## config.mk

```make
export PLATFORM = sky130hd
export DESIGN_NAME = pod_regs
export DESIGN_NICKNAME = d
export VERILOG_FILES = /design/src/pod_pkg.sv /design/src/pod_regs.sv /design/src/pod_sync_edge.sv
export SDC_FILE = /design/constraint.sdc
export NUM_CORES = 1
export LEC_CHECK = 0
export BUFFER_PORTS_ARGS = -buffer_cell sky130_fd_sc_hd__buf_2
export CORE_MARGIN = 10
export CORE_UTILIZATION = 35
export CTS_BUF_LIST = sky130_fd_sc_hd__clkbuf_4 sky130_fd_sc_hd__clkbuf_8
export DETAILED_ROUTE_END_ITERATION = 16
export PLACE_DENSITY = 0.66
export SLEW_MARGIN = 10
export SYNTH_ARGS = -nofsm -noshare
export SYNTH_HDL_FRONTEND = slang
export SYNTH_SLANG_ARGS = --single-unit
```

## constraint.sdc

```tcl
create_clock -name core_clk -period 1.8 [get_ports core_clk]
set_clock_uncertainty 0.05 [all_clocks]
set_input_delay 0.18 -clock core_clk [delete_from_list [all_inputs] [get_ports core_clk]]
set_output_delay 0.18 -clock core_clk [all_outputs]
set_load 0.01 [all_outputs]
```

## src/pod_pkg.sv

```systemverilog
// Package of offsets, field positions and reset values for the line pull-down and detach interrupt register bank.
package pod_pkg;

    localparam int          POD_AW            = 8;
    localparam int          POD_DW            = 8;

    // Base offsets; pull-down, enables and scratch write at base, set at base plus one, clear at base plus two; status, latch, debug single.
    localparam logic [7:0]  POD_PULLDOWN_OFS  = 8'h0A;
    localparam logic [7:0]  POD_RISE_EN_OFS   = 8'h0D;
    localparam logic [7:0]  POD_FALL_EN_OFS   = 8'h10;
    localparam logic [7:0]  POD_STATUS_OFS    = 8'h13;
    localparam logic [7:0]  POD_LATCH_OFS     = 8'h14;
    localparam logic [7:0]  POD_DEBUG_OFS     = 8'h15;
    localparam logic [7:0]  POD_SCRATCH_OFS   = 8'h16;
    localparam logic [7:0]  POD_SET_STEP      = 8'h01;
    localparam logic [7:0]  POD_CLR_STEP      = 8'h02;

    // Field positions.
    localparam int          POD_POS_PD_BIT    = 1;
    localparam int          POD_NEG_PD_BIT    = 2;
    localparam int          POD_DETACH_BIT    = 0;

    // Implemented-bit masks.
    localparam logic [7:0]  POD_PULLDOWN_MASK = 8'h06;
    localparam logic [7:0]  POD_EN_MASK       = 8'h01;
    localparam logic [7:0]  POD_SCRATCH_MASK  = 8'hFF;
    localparam logic [7:0]  POD_DEBUG_MASK    = 8'h03;

    // Reset values.
    localparam logic [7:0]  POD_PULLDOWN_RST  = 8'h06;
    localparam logic [7:0]  POD_RISE_EN_RST   = 8'h01;
    localparam logic [7:0]  POD_FALL_EN_RST   = 8'h01;
    localparam logic [7:0]  POD_SCRATCH_RST   = 8'h00;
    localparam logic [7:0]  POD_ZERO          = 8'h00;

    // Synchroniser depth for pin inputs.
    localparam int          POD_SYNC_STAGES   = 2;

endpackage : pod_pkg

```

## src/pod_regs.sv

```systemverilog
// Byte register bank for line pull-downs, detach interrupt enables, status, latch, debug and scratch.
//
// What this block does
// - Pull-down control readable at three addresses; write, set, clear at each respectively.
// - Bit 1 drives the positive line pull-down; resets to one.
// - Bit 2 drives the negative line pull-down; resets to one.
// - Pull-down control bits 0 and 7 to 3 always read zero.
// - Rising-enable bit 0 allows detach low-to-high events; write/set/clear addresses; resets one.
// - Detach events count only in host mode, both pull-downs enabled.
// - Falling-enable bit 0 allows detach high-to-low events; write/set/clear addresses; resets one.
// - Read-only status register shows detach condition in bit 0.
// - Latch bit 0 sets on every enabled detach transition in host mode.
// - Latch register is read-only and clears itself when read, unless an enabled detach event arrives in the same cycle.
// - Debug register shows current two-bit line state; upper bits read zero.
// - Scratch byte supports read, write, set, clear; resets zero; no side effects.
// - Scratch readable at three addresses: write first, set second, clear third.
`timescale 1ns/1ps
module pod_regs
    import pod_pkg::*;
(
    // Clock and reset
    input  wire logic        core_clk,
    input  wire logic        nrst,
    // Register port
    input  wire logic [7:0]  reg_addr,
    input  wire logic [7:0]  reg_wdata,
    input  wire logic        reg_wr,
    input  wire logic        reg_rd,
    output logic      [7:0]  reg_rdata,
    // Pin inputs from the analog front end
    input  wire logic        far_detach_in,
    input  wire logic [1:0]  line_level_in,
    // Pull-down controls and latched event
    output logic             pos_line_pulldown_en,
    output logic             neg_line_pulldown_en,
    output logic             detach_irq_latched
);

    logic [7:0] pulldown_r;
    logic [7:0] rise_en_r;
    logic [7:0] fall_en_r;
    logic [7:0] scratch_r;
    logic       latch_r;
    logic [7:0] rdata_r;
    logic [7:0] rdata_nxt;
    logic [7:0] status_val;
    logic [7:0] debug_val;
    logic       detach_lvl;
    logic       detach_rise;
    logic       detach_fall;
    logic [1:0] line_lvl;
    logic       line_level_bit0;
    logic       line_level_bit1;
    logic       host_mode;
    logic       detach_event;
    logic       latch_read;

    // Register update: write replaces, set ORs, clear removes; unimplemented bits masked away.
    function automatic logic [7:0] pod_wsc(input logic [7:0] cur,
                                           input logic [7:0] base,
                                           input logic [7:0] addr,
                                           input logic [7:0] wd,
                                           input logic [7:0] mask);
        logic [7:0] res;
        res = cur;
        if (addr == base) begin
            res = wd;
        end else if (addr == base + POD_SET_STEP) begin
            res = cur | wd;
        end else if (addr == base + POD_CLR_STEP) begin
            res = cur & ~wd;
        end
        return res & mask;
    endfunction : pod_wsc

    // Read hits any of the three aliases of a write/set/clear register.
    function automatic logic pod_hit3(input logic [7:0] addr, input logic [7:0] base);
        return (addr >= base) && (addr <= base + POD_CLR_STEP);
    endfunction : pod_hit3

    pod_sync_edge #(
        .WIDTH (1)
    ) u_detach_sync (
        .core_clk (core_clk),
        .nrst     (nrst),
        .async_in (far_detach_in),
        .level    (detach_lvl),
        .rise     (detach_rise),
        .fall     (detach_fall)
    );

    pod_sync_edge #(
        .WIDTH (2)
    ) u_line_sync (
        .core_clk (core_clk),
        .nrst     (nrst),
        .async_in (line_level_in),
        .level    (line_lvl),
        .rise     (),
        .fall     ()
    );

    assign line_level_bit0 = line_lvl[0];
    assign line_level_bit1 = line_lvl[1];

    assign host_mode = pulldown_r[POD_POS_PD_BIT] & pulldown_r[POD_NEG_PD_BIT];

    assign detach_event = host_mode &
                          ((detach_rise & rise_en_r[POD_DETACH_BIT]) |
                           (detach_fall & fall_en_r[POD_DETACH_BIT]));

    assign latch_read = reg_rd && (reg_addr == POD_LATCH_OFS);

    always_ff @(posedge core_clk or negedge nrst) begin
        if (!nrst) begin
            pulldown_r <= POD_PULLDOWN_RST;
        end else if (reg_wr) begin
            pulldown_r <= pod_wsc(pulldown_r, POD_PULLDOWN_OFS, reg_addr, reg_wdata, POD_PULLDOWN_MASK);
        end
    end

    always_ff @(posedge core_clk or negedge nrst) begin
        if (!nrst) begin
            rise_en_r <= POD_RISE_EN_RST;
        end else if (reg_wr) begin
            rise_en_r <= pod_wsc(rise_en_r, POD_RISE_EN_OFS, reg_addr, reg_wdata, POD_EN_MASK);
        end
    end

    always_ff @(posedge core_clk or negedge nrst) begin
        if (!nrst) begin
            fall_en_r <= POD_FALL_EN_RST;
        end else if (reg_wr) begin
            fall_en_r <= pod_wsc(fall_en_r, POD_FALL_EN_OFS, reg_addr, reg_wdata, POD_EN_MASK);
        end
    end

    always_ff @(posedge core_clk or negedge nrst) begin
        if (!nrst) begin
            scratch_r <= POD_SCRATCH_RST;
        end else if (reg_wr) begin
            scratch_r <= pod_wsc(scratch_r, POD_SCRATCH_OFS, reg_addr, reg_wdata, POD_SCRATCH_MASK);
        end
    end

    // latch set, clear on read.
    // A new event in the reading cycle wins, so it is reported by the next read instead of lost.
    always_ff @(posedge core_clk or negedge nrst) begin
        if (!nrst) begin
            latch_r <= 1'b0;
        end else if (detach_event) begin
            latch_r <= 1'b1;
        end else if (latch_read) begin
            latch_r <= 1'b0;
        end
    end

    assign status_val = {7'h00, detach_lvl & host_mode};
    assign debug_val  = {6'h00, line_level_bit1, line_level_bit0} & POD_DEBUG_MASK;

    // Read mux; unmapped addresses read as zero.
    always_comb begin
        rdata_nxt = POD_ZERO;
        if (pod_hit3(reg_addr, POD_PULLDOWN_OFS)) begin
            rdata_nxt = pulldown_r & POD_PULLDOWN_MASK;
        end else if (pod_hit3(reg_addr, POD_RISE_EN_OFS)) begin
            rdata_nxt = rise_en_r;
        end else if (pod_hit3(reg_addr, POD_FALL_EN_OFS)) begin
            rdata_nxt = fall_en_r;
        end else if (reg_addr == POD_STATUS_OFS) begin
            rdata_nxt = status_val;
        end else if (reg_addr == POD_LATCH_OFS) begin
            rdata_nxt = {7'h00, latch_r};
        end else if (reg_addr == POD_DEBUG_OFS) begin
            rdata_nxt = debug_val;
        end else if (pod_hit3(reg_addr, POD_SCRATCH_OFS)) begin
            rdata_nxt = scratch_r;
        end
    end

    // Read data stand only in the cycle after the strobe and are zero otherwise.
    always_ff @(posedge core_clk or negedge nrst) begin
        if (!nrst) begin
            rdata_r <= POD_ZERO;
        end else if (reg_rd) begin
            rdata_r <= rdata_nxt;
        end else begin
            rdata_r <= POD_ZERO;
        end
    end

    assign reg_rdata            = rdata_r;
    assign pos_line_pulldown_en = pulldown_r[POD_POS_PD_BIT];
    assign neg_line_pulldown_en = pulldown_r[POD_NEG_PD_BIT];
    assign detach_irq_latched   = latch_r;
endmodule : pod_regs

```

## src/pod_sync_edge.sv

```systemverilog
// Two-stage pin synchroniser with rise and fall pulses per bit.
`timescale 1ns/1ps
module pod_sync_edge
    import pod_pkg::*;
#(
    parameter int WIDTH = 1
) (
    // Clock and reset
    input  wire logic             core_clk,
    input  wire logic             nrst,
    // Asynchronous pin levels
    input  wire logic [WIDTH-1:0] async_in,
    // Synchronised level and edge pulses
    output logic      [WIDTH-1:0] level,
    output logic      [WIDTH-1:0] rise,
    output logic      [WIDTH-1:0] fall
);

    genvar gi;
    generate
        for (gi = 0; gi < WIDTH; gi++) begin : g_bit
            logic meta_r;
            logic sync_r;
            logic prev_r;

            // The first stage is read only by the second stage, so metastability never reaches the edge logic.
            always_ff @(posedge core_clk or negedge nrst) begin
                if (!nrst) begin
                    meta_r <= 1'b0;
                    sync_r <= 1'b0;
                    prev_r <= 1'b0;
                end else begin
                    meta_r <= async_in[gi];
                    sync_r <= meta_r;
                    prev_r <= sync_r;
                end
            end

            assign level[gi] = sync_r;
            assign rise[gi]  = sync_r & ~prev_r;
            assign fall[gi]  = ~sync_r & prev_r;
        end
    endgenerate

endmodule : pod_sync_edge
```

==> impl_metrics.ini <==
[timing]
setup_viol = 0
rsz0062_at_grt = no
period_share_pct = 78.6
worst_pin_slew_ns = 0.595
finalHoldViolCount = 0
fmax_ghz = 0.707
min_period_ns = 1.41
drv_slew = 0
finalSetupTns_ns = 0
relSlewSlack_pct = 60.3

[setup_path]
crit_required_ns = 1.94
cp_top_family = compound AO/OA/AOI/OAI gates
cp-start-kind = register
cp-end-kind = register
max_stage_delay_ns = 0.54
criticalPathCategory = reg2reg
crit_buf_inv = 0
crit_chain = nand3_1 > o21a_1 > a221o_1 > a31oi_1
cp.arrival_ns = 1.56
critPathSlowestCell = dfstp_2
rrSetupSlack_ns = 0.39
cp_max_fo = 2

[die]
die-area_mm2 = 0.00690
io_pins = 34
core.rowCount = 22
die_w_um = 83.1
initial_core_util_pct = 37.2
core-area_mm2 = 0.00374
die_h_um = 83.1

[cts]
clk_latency_ns = 0.27
hold_buffers = 4
clk_pin_slew_ns = 0.09
numClockSinks = 28
cts_resized = 0
cts_buffer_depth = 2
cts_tree = built
cts-root-buf = clkbuf_8
cts_buffers = 3
postCtsSetupBuffers = 0
htree_levels = 1

[route]
ant_nets = 0
dr.pass1.iters = 4
viasPerCell = 5.62
wl_per_cell_um = 16.2
drt_iter0_markers = 158
routed_wl_um = 3300
post-route-drc-count = 0
vias = 1146

[synthesis]
netlist_top_cells_area = dfrtp_1 43%, dfstp_2 7.5%, a22o_1 5.0%
synthesis.yosys.warnings = 0
synth-edff-count = 0
netlist.area_leader.share_pct = 43.1
synth_most_common_cell = dfrtp_1
ys_ff_latch = 28
yosysSeqAreaShare_pct = 50.7
syn-cell-area_mm2 = 0.00139
syn_avg_cell_area_um2 = 11.6
synth-main-ff-cell = dfrtp_1
synthCells = 120
synth.distinct_cells = 43
synth_top_area_cell = dfrtp_1
synthTopCellsByCount = 24 x dfrtp_1, 8 x a22o_1, 8 x o211ai_1, 6 x o21ai_0
postSynth.asyncResetShare_pct = 100
syn_nets = 143

[cells_and_area]
antenna_cells = 0
fillerInstances = 365
stdcell_count = 204
final_area_mm2 = 0.00167
fin_nets = 180
fin_util_pct = 44.5
layout-drive-gt1-share_pct = 33.3
areaGrowthSynthToFinish_pct = 19.7

[global_route]
antenna_found_initial = 0
overflow = 0
grt_pass1_vias = 1143
grt_use_total_pct = 9.41
grt_max_degree = 29
grt_first_pass_wirelength_um = 5510

[placed_design]
dp_hpwl_um = 2510
placed_area_mm2 = 0.00157
port_buffers = 33
dp_cells = 196
gp_congestion = 0.921

[pwr]
power.leakage_nw = 0.775
power_density_mw_per_mm2 = 710
vdd_drop_max_v = 0.000474

[outcome]
status = finished, final reports clean

[worst_hold_path]
hold_path.class = in2reg

[job]
max_cap_violations = 0
worst register-to-register path, delay by kind of cell, from the launching register on:
family	cells	cell delay [ns]
AO/OA/AOI/OAI	3	0.66
flip-flops	1	0.54
AND/OR/NAND/NOR	1	0.09
path summary, 6_finish.rpt:
check                                             from                           to  depth (start not counted)
max in group asynchronous                         nrst   asynchronous set/reset pin                          2
min                                       reg_wdata[4]                     register                          2
max reg2reg                                   register                 reg_rdata[0]                          4
max                                           register                 reg_rdata[0]                          4
min reg2reg                u_line_sync.g_bit[1].meta_r  u_line_sync.g_bit[1].sync_r                          0
min in group asynchronous                         nrst   asynchronous set/reset pin                          2
routing by layer:
metal,global-route usage [%],routed length [um]
met1,11.2,1380
met2,15.1,1620
met3,3.42,241
met4,3.54,46
met5,0,0
metrics by stage:
step	power [mW]	setup WS [ns]	hold slack (ns)
finish	1.18	0.385	0.0976
detailed placement	0.817	0.216	0.175
floorplan	0.754	0.402	-0.166
global route	1.24	0.324	0.0912
global placement	0.811	0.236	0.162
CTS	1.20	0.395	0.0874
cell type report:
type                       instances  area, um^2  area share (%)
inverter                           3        11.3           0.676
clock buffer                       4        55.1            3.30
tap                               48        60.1            3.60
sequential                        28         706            42.3
multi-input combinational         82         614            36.9
timing repair buffer              39         220            13.2
logic make-up after synthesis:
kind of cell | after synthesis | synth area share [%]
and+or+nand+nor | 36 | 18.2
buffers and inverters | 10 | 5.21
muxes | 2 | 1.62
AOI/OAI and AO/OA | 44 | 24.3
DFF | 28 | 50.7
cells in the final DEF, fill, tap and decap left out, types with 2 or more instances in the layout:
master,count
mux2_2,2
and3_1,5
clkbuf_8,4
nand4_1,2
dfrtp_1,24
nand3_1,4
a221oi_1,2
buf_4,2
a22o_1,8
buf_2,33
a22oi_1,2
inv_1,3
a31oi_1,2
o21ai_0,6
dfstp_2,4
and3b_1,4
a2bb2oi_1,2
nor2b_1,3
o211ai_1,8
nor2_1,2
dlygate4sd3_1,4
nand2_1,5
o31ai_1,4
where the power goes:
part           switching [mW]  total, mW  internal [mW]
Combinational          0.0768      0.136         0.0591
Clock                   0.177      0.373          0.195
Sequential             0.0164      0.675          0.659
Note: power is estimated with default switching activity, not from simulation.
